## config.mk

```make
export PLATFORM = sky130hd
export DESIGN_NAME = lcc_top
export DESIGN_NICKNAME = d
export VERILOG_FILES = /design/src/core/lcc_pkg.sv /design/src/core/lcc_logic_fn.sv /design/src/core/lcc_top.sv
export SDC_FILE = /design/constraint.sdc
export NUM_CORES = 1
export LEC_CHECK = 0
export BUFFER_PORTS_ARGS = -buffer_cell sky130_fd_sc_hd__buf_2
export CAP_MARGIN = 20
export CORE_UTILIZATION = 30
export CTS_CLUSTER_SIZE = 8
export DETAILED_ROUTE_END_ITERATION = 16
export GPL_ROUTABILITY_DRIVEN = 0
export GPL_TIMING_DRIVEN = 0
export PLACE_DENSITY = 0.6
export SLEW_MARGIN = 20
export SYNTH_ARGS = -nofsm -noshare
export SYNTH_HDL_FRONTEND = slang
export SYNTH_SLANG_ARGS = --single-unit
```

## constraint.sdc

```tcl
create_clock -name clk -period 1.35 [get_ports clk]
set_input_delay 0.27 -clock clk [delete_from_list [all_inputs] [get_ports clk]]
set_output_delay 0.27 -clock clk [all_outputs]
set_load 0.005 [all_outputs]
```

## src/core/lcc_pkg.sv

```systemverilog
`default_nettype none
// ==========================================================
// Shared constants and types of the logic cell
package lcc_pkg;

  // ==========================================================
  // Register port widths
  localparam int unsigned ADDR_W = 4;
  localparam int unsigned DATA_W = 8;

  // ==========================================================
  // Register offsets
  localparam logic [ADDR_W-1:0] OFF_CELL_CONTROL = 4'h0;
  localparam logic [ADDR_W-1:0] OFF_SIGNAL_POLARITY = 4'h1;
  localparam logic [ADDR_W-1:0] OFF_IRQ_STATUS = 4'h2;
  localparam logic [ADDR_W-1:0] OFF_IRQ_MASK = 4'h3;

  // ==========================================================
  // Reset values
  localparam logic [DATA_W-1:0] RST_CELL_CONTROL = 8'h00;
  localparam logic [DATA_W-1:0] RST_SIGNAL_POLARITY = 8'h00;
  localparam logic [DATA_W-1:0] RST_IRQ_STATUS = 8'h00;
  localparam logic [DATA_W-1:0] RST_IRQ_MASK = 8'h00;

  // ==========================================================
  // Writable bits per register; others read as zero or live state
  localparam logic [DATA_W-1:0] WR_MASK_CELL_CONTROL = 8'hDF;
  localparam logic [DATA_W-1:0] WR_MASK_SIGNAL_POLARITY = 8'h8F;
  localparam logic [DATA_W-1:0] WR_MASK_IRQ = 8'h01;

  // ==========================================================
  // Logic function codes
  typedef enum logic [2:0] {
    FN_AND_OR   = 3'h0,
    FN_OR_XOR   = 3'h1,
    FN_AND4     = 3'h2,
    FN_SR_LATCH = 3'h3,
    FN_DFF_SR   = 3'h4,
    FN_DFF2_R   = 3'h5,
    FN_JK_R     = 3'h6,
    FN_LATCH_SR = 3'h7
  } lcc_fn_t;

  // ==========================================================
  // Register bus request
  typedef struct packed {
    logic [ADDR_W-1:0] addr;
    logic [DATA_W-1:0] wdata;
    logic wr;
    logic rd;
  } lcc_bus_req_t;

  // Cell control register layout, bit 7 down to bit 0
  typedef struct packed {
    logic cell_enable;
    logic pin_output_enable;
    logic cell_output_status;
    logic rise_irq_enable;
    logic fall_irq_enable;
    lcc_fn_t function_select;
  } lcc_ctrl_t;

  // Signal polarity register layout, bit 7 down to bit 0
  typedef struct packed {
    logic output_invert;
    logic [2:0] unused;
    logic gate4_invert;
    logic gate3_invert;
    logic gate2_invert;
    logic gate1_invert;
  } lcc_pol_t;

endpackage
`default_nettype wire

```

## src/core/lcc_logic_fn.sv

```systemverilog
`default_nettype none
// ==========================================================
// Selectable logic function with its storage element
module lcc_logic_fn (
  input wire logic clk,
  input wire logic rst_n,
  input wire logic run,
  input wire lcc_pkg::lcc_fn_t function_select,
  input wire logic [3:0] gate,
  output logic fn_out
);
  import lcc_pkg::*;

  logic g1_prev_q;
  logic out_q;
  logic out_d;
  logic clk_rise;

  // Gate 1 acts as the clock of the flip-flop functions
  assign clk_rise = gate[0] & ~g1_prev_q;

  // Previous gate 1 level for edge detection
  always_ff @(posedge clk or negedge rst_n) begin
    if (!rst_n) begin
      g1_prev_q <= 1'b0;
    end else begin
      g1_prev_q <= gate[0];
    end
  end

  // Next output per function; reset input wins over set input, except in the SR latch where set wins
  always_comb begin
    out_d = out_q;
    case (function_select)
      FN_AND_OR: begin
        out_d = (gate[0] & gate[1]) | (gate[2] & gate[3]);
      end
      FN_OR_XOR: begin
        out_d = (gate[0] | gate[1]) ^ (gate[2] | gate[3]);
      end
      FN_AND4: begin
        out_d = &gate;
      end
      FN_SR_LATCH: begin
        if (gate[0] | gate[1]) begin
          out_d = 1'b1;
        end else if (gate[2] | gate[3]) begin
          out_d = 1'b0;
        end
      end
      FN_DFF_SR: begin
        if (gate[2]) begin
          out_d = 1'b0;
        end else if (gate[3]) begin
          out_d = 1'b1;
        end else if (clk_rise) begin
          out_d = gate[1];
        end
      end
      FN_DFF2_R: begin
        if (gate[2]) begin
          out_d = 1'b0;
        end else if (clk_rise) begin
          out_d = gate[1] & gate[3];
        end
      end
      FN_JK_R: begin
        if (gate[2]) begin
          out_d = 1'b0;
        end else if (clk_rise) begin
          case ({gate[1], gate[3]})
            2'b10: out_d = 1'b1;
            2'b01: out_d = 1'b0;
            2'b11: out_d = ~out_q;
            default: out_d = out_q;
          endcase
        end
      end
      FN_LATCH_SR: begin
        if (gate[2]) begin
          out_d = 1'b0;
        end else if (gate[0]) begin
          out_d = 1'b1;
        end else if (!gate[3]) begin
          out_d = gate[1];
        end
      end
      default: begin
        out_d = 1'b0;
      end
    endcase
  end

  // Function output held cleared while the cell is off
  always_ff @(posedge clk or negedge rst_n) begin
    if (!rst_n) begin
      out_q <= 1'b0;
    end else begin
      out_q <= run ? out_d : 1'b0;
    end
  end

  assign fn_out = out_q;

endmodule
`default_nettype wire

```

## src/core/lcc_top.sv

```systemverilog
// Design decisions made here: the register addresses and the strobed register port.
`default_nettype none
// Function
// Three-bit selector picks one of eight logic functions, including latch, JK, two-input DFF.
// Output invert bit flips function result; status bit shows the inverted value.
// Each gate invert bit flips that gate's output before the function.
// Rising edge with rise enable, or falling edge with fall enable, sets flag.
// Reset clears cell control; polarity and gating settings survive it.
// Toggling output invert with edge interrupts enabled raises the interrupt.
// Software clears the flag; an edge during the clear keeps it set.
// Logic runs only when enabled; pin driven only when output enable set.
module lcc_top (
  input wire logic clk,
  input wire logic rstn,
  input wire logic por_n,
  input wire lcc_pkg::lcc_bus_req_t bus_req,
  output logic [lcc_pkg::DATA_W-1:0] rdata,
  input wire logic [3:0] gate_in,
  output logic cell_out,
  output logic pin_out,
  output logic pin_oe_n,
  output logic irq
);
  import lcc_pkg::*;

  // ==========================================================
  // Reset synchronisers
  logic rst_s1_q;
  logic rst_n_q;
  logic por_s1_q;
  logic por_n_q;

  // Release of the general reset
  always_ff @(posedge clk or negedge rstn) begin
    if (!rstn) begin
      rst_s1_q <= 1'b0;
      rst_n_q <= 1'b0;
    end else begin
      rst_s1_q <= 1'b1;
      rst_n_q <= rst_s1_q;
    end
  end

  // Release of the power-on reset
  always_ff @(posedge clk or negedge por_n) begin
    if (!por_n) begin
      por_s1_q <= 1'b0;
      por_n_q <= 1'b0;
    end else begin
      por_s1_q <= 1'b1;
      por_n_q <= por_s1_q;
    end
  end

  // ==========================================================
  // Gate input synchroniser
  logic [3:0] gate_s1_q;
  logic [3:0] gate_s2_q;
  logic [3:0] gate_s3_q;
  logic [3:0] gate_q;
  logic [3:0] gate_agree;

  // Three-stage capture of the gate outputs
  always_ff @(posedge clk or negedge rst_n_q) begin
    if (!rst_n_q) begin
      gate_s1_q <= 4'h0;
      gate_s2_q <= 4'h0;
      gate_s3_q <= 4'h0;
    end else begin
      gate_s1_q <= gate_in;
      gate_s2_q <= gate_s1_q;
      gate_s3_q <= gate_s2_q;
    end
  end

  assign gate_agree = ~(gate_s2_q ^ gate_s3_q);

  // Accept a bit only once stages two and three agree
  always_ff @(posedge clk or negedge rst_n_q) begin
    if (!rst_n_q) begin
      gate_q <= 4'h0;
    end else begin
      gate_q <= (gate_s3_q & gate_agree) | (gate_q & ~gate_agree);
    end
  end

  // ==========================================================
  // Register decode
  logic wr_ctrl;
  logic wr_pol;
  logic wr_status;
  logic wr_mask;

  assign wr_ctrl = bus_req.wr && (bus_req.addr == OFF_CELL_CONTROL);
  assign wr_pol = bus_req.wr && (bus_req.addr == OFF_SIGNAL_POLARITY);
  assign wr_status = bus_req.wr && (bus_req.addr == OFF_IRQ_STATUS);
  assign wr_mask = bus_req.wr && (bus_req.addr == OFF_IRQ_MASK);

  // ==========================================================
  // Cell control register
  lcc_ctrl_t ctrl_q;

  // Cleared by the general reset only, not by power-on; status bit is never stored
  always_ff @(posedge clk or negedge rst_n_q) begin
    if (!rst_n_q) begin
      ctrl_q <= lcc_ctrl_t'(RST_CELL_CONTROL);
    end else if (wr_ctrl) begin
      ctrl_q <= lcc_ctrl_t'(bus_req.wdata & WR_MASK_CELL_CONTROL);
    end
  end

  // ==========================================================
  // Signal polarity register
  lcc_pol_t pol_q;

  // Only power-on clears it, so a general reset keeps it
  always_ff @(posedge clk or negedge por_n_q) begin
    if (!por_n_q) begin
      pol_q <= lcc_pol_t'(RST_SIGNAL_POLARITY);
    end else if (wr_pol) begin
      pol_q <= lcc_pol_t'(bus_req.wdata & WR_MASK_SIGNAL_POLARITY);
    end
  end

  // ==========================================================
  // Gate polarity and logic function
  logic [3:0] gate_eff;
  logic fn_out;
  logic final_out;

  // Per-gate optional inversion
  assign gate_eff = gate_q ^ {pol_q.gate4_invert, pol_q.gate3_invert,
                              pol_q.gate2_invert, pol_q.gate1_invert};

  lcc_logic_fn u_fn (
    .clk(clk),
    .rst_n(rst_n_q),
    .run(ctrl_q.cell_enable),
    .function_select(ctrl_q.function_select),
    .gate(gate_eff),
    .fn_out(fn_out)
  );

  // Output polarity stage
  assign final_out = fn_out ^ pol_q.output_invert;

  // ==========================================================
  // Output and edge detection
  logic out_q;
  logic pin_q;
  logic rise_evt;
  logic fall_evt;
  logic edge_set;

  // Registered cell output, also the edge reference
  always_ff @(posedge clk or negedge rst_n_q) begin
    if (!rst_n_q) begin
      out_q <= 1'b0;
    end else begin
      out_q <= final_out;
    end
  end

  // Pin data, registered, so it goes low one cycle after the pin stops being driven
  always_ff @(posedge clk or negedge rst_n_q) begin
    if (!rst_n_q) begin
      pin_q <= 1'b0;
    end else begin
      pin_q <= final_out & ctrl_q.pin_output_enable;
    end
  end

  // Edges of the post-inversion output, so invert changes count too
  assign rise_evt = final_out & ~out_q;
  assign fall_evt = ~final_out & out_q;
  assign edge_set = (rise_evt & ctrl_q.rise_irq_enable) |
                    (fall_evt & ctrl_q.fall_irq_enable);

  // ==========================================================
  // Interrupt status and mask
  logic status_q;
  logic mask_q;

  // Sticky flag, write one to clear, set wins
  always_ff @(posedge clk or negedge rst_n_q) begin
    if (!rst_n_q) begin
      status_q <= RST_IRQ_STATUS[0];
    end else begin
      status_q <= (status_q & ~(wr_status & bus_req.wdata[0])) | edge_set;
    end
  end

  // Interrupt mask
  always_ff @(posedge clk or negedge rst_n_q) begin
    if (!rst_n_q) begin
      mask_q <= RST_IRQ_MASK[0];
    end else if (wr_mask) begin
      mask_q <= bus_req.wdata[0];
    end
  end

  // ==========================================================
  // Read data, valid only in the cycle after the strobe
  logic [DATA_W-1:0] rdata_q;
  logic [DATA_W-1:0] rd_mux;
  lcc_ctrl_t ctrl_view;

  // Live output status replaces the stored bit
  always_comb begin
    ctrl_view = ctrl_q;
    ctrl_view.cell_output_status = final_out;
    case (bus_req.addr)
      OFF_CELL_CONTROL: rd_mux = ctrl_view;
      OFF_SIGNAL_POLARITY: rd_mux = pol_q;
      OFF_IRQ_STATUS: rd_mux = {7'h00, status_q};
      OFF_IRQ_MASK: rd_mux = {7'h00, mask_q};
      default: rd_mux = 8'h00;
    endcase
  end

  // Read data register
  always_ff @(posedge clk or negedge rst_n_q) begin
    if (!rst_n_q) begin
      rdata_q <= 8'h00;
    end else begin
      rdata_q <= bus_req.rd ? rd_mux : 8'h00;
    end
  end

  // ==========================================================
  // Outputs
  assign rdata = rdata_q;
  assign cell_out = out_q;
  assign pin_out = pin_q;
  assign pin_oe_n = ~ctrl_q.pin_output_enable;
  assign irq = status_q & mask_q;

endmodule
`default_nettype wire

```

# Yosys cells after proc, flatten, opt, wreduce, memory -nomap -nowiden
# Cells that the tools add are included.
[word_totals] ff_bits=46 in_bits=21 out_inout_bits=12 elab_cells=101
[op_classes] eq_ne=19 mux=17 bitwise=32 reduce_logical=8
[op_table] cell="case mux 8 bit (4 select lines)" count=1
[op_table] cell="two-way mux 1 bit" count=13
[op_table] cell="bitwise AND 1 bit" count=12
[op_table] cell="== test 3 bit, second input constant" count=4
[op_table] cell="bitwise AND 4 bit" count=2
[op_table] cell="== test 4 x 2 -> 1 bit, second input constant" count=2
[op_table] cell="two-way mux 8 bit" count=1
[op_table] cell="inequality test 4 x 3 -> 1 bit, second input constant" count=2
[op_table] cell="inverter 4 bit" count=2
[op_table] cell="case mux 1 bit (8 select lines)" count=1
[op_table] cell="bitwise XOR 4 bit" count=2
[op_table] cell="== test 3 x 2 -> 1 bit, second input constant" count=2
[op_table] cell="inequality test 6 x 3 -> 1 bit, second input constant" count=1
[op_table] cell="inverter 1 bit" count=6
[op_table] cell="AND reduction 6 bit" count=1
[op_table] cell="inequality test 5 x 4 -> 1 bit, second input constant" count=1
[op_table] cell="inequality test 5 bit, second input constant" count=1
[op_table] cell="OR 1 bit" count=5
[op_table] cell="== test 2 bit, second input constant" count=2
[op_table] cell="== test 4 x 1 -> 1 bit, second input constant" count=1
[op_table] cell="logical AND 1 bit" count=4
[op_table] cell="logical NOT 4 bit" count=1
[op_table] cell="inequality test 4 x 2 -> 1 bit, second input constant" count=1
[op_table] cell="OR 4 bit" count=1
[op_table] cell="other kinds (6)" count=7

# Longest topological paths before layout
[depth] ltp_word=7 mapped_depth=8 mapped_depth_nobuf=8

# Hierarchy
# A second synthesis with hierarchy kept.
[unflattened] cells_unflattened=134 area_unflattened_um2=1843.0
[modules_own_cells] mod="lcc_top" n_inst=1 cells_each=97 area_each_um2=1565.3 seq_area_each_um2=1101.1
[modules_own_cells] mod="lcc_logic_fn" n_inst=1 cells_each=37 area_each_um2=277.8 seq_area_each_um2=50.0

# Worst setup path before layout
# OpenSTA, ideal clock, no wires.
[synth_timing] path_kind="register -> register" startpoint="register pol_q[0] (netlist name)" endpoint="register u_fn.out_q (netlist: u_fn.fn_out)" setup_time_ns=0.126 arrival_ns=1.506 required_ns=1.224 setup_slack_ns=-0.283 path_stages_with_launch=9 path_buffers=0 period_less_slack_ns=1.633 cell_sequence="dfrtp_1 > xnor2_2 > inv_1 > nor2_1 > ha_1 > nor3b_1 > a311oi_1 > a31oi_1 > o22ai_1"
[synth_between] elab_chain_len=5 elab_cells_between_ends=18 cone_classes="5 x eq/ne; 5 x mux; 6 x bitwise; 2 x reduce/logical"
[synth_rtl] item="from (decl)" line="lcc_top.sv:114" source="lcc_pol_t pol_q;"
[synth_rtl] item="from (signal assigned)" line="lcc_top.sv:119" source="pol_q <= lcc_pol_t'(RST_SIGNAL_POLARITY);"
[synth_rtl] item="from (signal assigned)" line="lcc_top.sv:121" source="pol_q <= lcc_pol_t'(bus_req.wdata & WR_MASK_SIGNAL_POLARITY);"
[synth_rtl] item="bitwise XOR 4 bit (*)" line="lcc_top.sv:132" source="assign gate_eff = gate_q ^ {pol_q.gate4_invert, pol_q.gate3_invert,"
[synth_rtl] item="named net gate_eff[0]" line="lcc_top.sv:127" source="logic [3:0] gate_eff;"
[synth_rtl] item="two-way mux 1 bit, or another cell as far along" line="lcc_logic_fn.sv:82" source="end else if (gate[0]) begin"
[synth_rtl] item="two-way mux 1 bit, or another cell as far along" line="lcc_logic_fn.sv:80" source="if (gate[2]) begin"
[synth_rtl] item="case mux 1 bit (8 select lines)" line="lcc_logic_fn.sv:34" source="case (function_select)"
[synth_rtl] item="two-way mux 1 bit" line="lcc_logic_fn.sv:99" source="out_q <= run ? out_d : 1'b0;"
[synth_rtl] item="to (signal assigned)" line="lcc_logic_fn.sv:99"
[synth_rtl] item="to (decl)" line="lcc_logic_fn.sv:15" source="logic out_q;"
# Mark *: on every way through the listed nets, which the timed path passes. The rest lies on a longest branch.
# A chain may end at the register's enable or synchronous reset.

==> run metrics <==
Leakage=0.001056 µW; first-pass GRT wire length=5.609 mm; row cnt=27; largest net degree at the start of global routing=22; max-slew violations=0; Crit path required time=1.53 ns; RSZ-0062 raised after global routing=true; CTS tree=yes; Overall Global Routing Usage=11.95%; min Tclk post-route=1.724 ns; CP Capture Type=register; WL final=3.473 mm; Detailed Route Iter0 Violations=56; CTS root buf=clkbuf_8; final worst path period share=127.7%; P per Cell Area=1453 nW/µm²; initial antenna violation count=0; sequential area share after synthesis=around 64%; R2R depth=8; final setup vio count=1; Reg2Reg Capture Point=u_fn.fn_out$_DFFE_PN0P_; Syn. warnings=0; Hold WC Path Type=in -> reg; placed insts=between 200 and 250; Max Cap Viol=0; post-route ant nets=0; worst setup path end=u_fn.fn_out$_DFFE_PN0P_; mean post-synth cell area=13.21 µm²; critical path class=reg -> reg; Core ar.=5675 µm²; Initial Util=31.88%; grt ovf=0; outcome=finished, violations left; hold_ws=0.08362 ns; ANT cells=0; DR vias/cell=4.741; clk_skew=0.004897 ns; I/O pin count=33; Port Buffer Count=30; Synth Cell Area=about 1800 µm²; Worst R2R Setup Slack=-0.37 ns; final net count=209; die width=79.66 µm; flops & latches, synth=46; CTS Buffer Depth=2; Synth cell types=36; vias in the first global route=around 1100; post-route worst setup slack=-0.3741 ns; H-tree Lvls=2; clock-pin slew on the worst setup and hold paths=0.08 ns; Max VDD drop=0.0005919 V; Clock Sinks=46; crit start category=register; CTS buffer count=5; WP data arrival=approximately 1.9 ns; HPWL Detailed=~2.3 mm; drt pass-1 iters=4; die height=79.66 µm; clock latency on the worst-skew pair=0.29 ns; post-route insts no fill=259; Die Area=6346 µm²; TNS Setup=-0.3741 ns; vias=1228; Mapped Cells=around 140; violated checks=setup timing; CP max FO=2; DRC Markers=0; synth-to-layout area growth=27.32%; endpoints failing hold=0; wire length per cell=13.41 µm; layout cells sized above 1=36.90%; f_max=between 0.5 and 0.6 GHz
[area by class of cell]
cell class	count	area, µm²
flip-flops and latches	46	1156
inverters	4	15.01
multi-input cells	85	678.2
plain buffers	3	20.02
repair buffers	42	265.3
fillers	546	3372
clock inverters	2	10.01
clock buffers	5	68.82
well taps	72	90.09
[through the flow]
step	cell area (µm²)	total power [µW]	util (%)	setup WS (ns)
floorplan	1831	2216	-	-0.2411
global placement	2071	2422	36.49	-0.3843
detailed placement	2100	2443	36.99	-0.3917
CTS	2258	3320	39.79	-0.2999
global route	2303	3560	40.59	-0.4638
finish	2303	3347	40.59	-0.3741
[cells in the final DEF (no fill, tap or decap), types with 2 or more instances in the layout]
cell type      synthesis  final
a31oi_1                2      2
and2_1                 4      4
and3_1                 2      2
buf_2                  2     31
buf_4                  0      9
clkbuf_8               0      5
clkinv_2               0      2
conb_1                 1      2
dfrtp_1               46     42
dfrtp_2                0      4
dlygate4sd3_1          0      2
inv_1                  4      3
maj3_1                 4      4
mux2_1                 8      8
mux2_2                 3      3
mux2i_1                4      4
nand2_1                6      6
nand3_1                2      2
nand3b_1               3      3
nand4_1                2      2
nor2_1                11      9
nor2_2                 1      2
nor3_1                 2      2
o211ai_1               2      2
o21ai_0                5      5
o22ai_1                2      2
xnor2_1                3      3
xor2_2                 1      3
[critical path: stages (launching register included)]
cell and delay, ns:
dfrtp_1 0.41, xnor2_2 0.21, inv_2 0.05, nor2_1 0.11, ha_1 0.24, nor3b_2 0.24, a311oi_2 0.07, a31oi_1 0.19
o22ai_1 0.09
[synthesized netlist by cell type, drive strengths merged]
cell type  count  area share [%]
nand4          2            0.69
o211ai         2            0.83
inv            4            0.83
o41ai          1            0.48
nor3b          1            0.42
buf            2            0.55
a31oi          2            0.69
mux2          11             6.8
mux2i          4             2.2
a21oi          2            0.55
ha             1            0.69
maj3           4             2.2
mux4           1             1.2
clkbuf         1            0.21
nand3b         3             1.2
and2           4             1.4
nor2          12             2.6
nand2          6             1.2
a311o          1            0.55
xnor2          4             2.4
nor3           2            0.55
o21ai          5             1.4
dfrtp         46              64
or3            1            0.35
o22ai          2            0.69
a211oi         2            0.83
xor2           4             2.4
nand3          2            0.55
and3           2            0.69
conb           1            0.21
a311oi         1            0.48
o31ai          1            0.42
[cells by family after synthesis]
logic type | share of synthesized area (%)
AO/OA/AOI/OAI | 6.915
adder cells (fa/ha/maj) | 2.905
AND/OR/NAND/NOR | 9.751
flip-flops | 63.62
XOR/XNOR | 4.704
buffers and inverters | 1.590
multiplexers | 10.30
other | 0.2073
[where the power goes]
group,internal [µW],total [µW],switching (µW),leakage [µW]
registers,1570,1740,176,0.000558
clock network,348,766,419,0.0000438
logic,431,836,405,0.000454
[worst min path at each step]
stage                             end        from  cells past startpoint  slack (ns)
6_report       gate_s1_q[0]$_DFF_PN0_  gate_in[0]                      1        0.08
2_1_floorplan       por_n_q$_DFF_PN0_       por_n                      0       -0.03
4_1_cts        gate_s1_q[0]$_DFF_PN0_  gate_in[0]                      1        0.07
3_5_place_dp       rst_s1_q$_DFF_PN0_        rstn                      1        0.06
5_1_grt        gate_s1_q[1]$_DFF_PN0_  gate_in[1]                      1        0.06
3_3_place_gp        rst_n_q$_DFF_PN0_        rstn                      1        0.06
[registers in the layout (all words and copies together) (netlist names), named ones only]
signal          count
status_q            1
ctrl_q              7
u_fn.fn_out         1
pin_out             1
pol_q               5
por_n_q             1
gate_s3_q           4
gate_s1_q           4
rst_n_q             1
mask_q              1
rdata               8
cell_out            1
gate_s2_q           4
rst_s1_q            1
por_s1_q            1
u_fn.g1_prev_q      1
[what timing repair did]
item / 4_1_cts / 5_1_grt
hold buffers: 2 / 0
endpoints found under the setup margin: 5 / 12
buffers inserted: 5 / 4
gates resized for setup: 8 / 5
endpoints found under the hold margin: 4 / 0
pin swaps: 6 / 9
[routing by layer]
metal  vias to the layer above  GRT usage (%)  part of all wire [%]
li1                        575              -                     -
met1                       602          15.69                    44
met2                        45          18.72                    47
met3                         6          3.314                   7.6
met4                         0          4.364                   1.5
met5                         -              0                     0
Note: power is estimated with default switching activity, not from simulation.
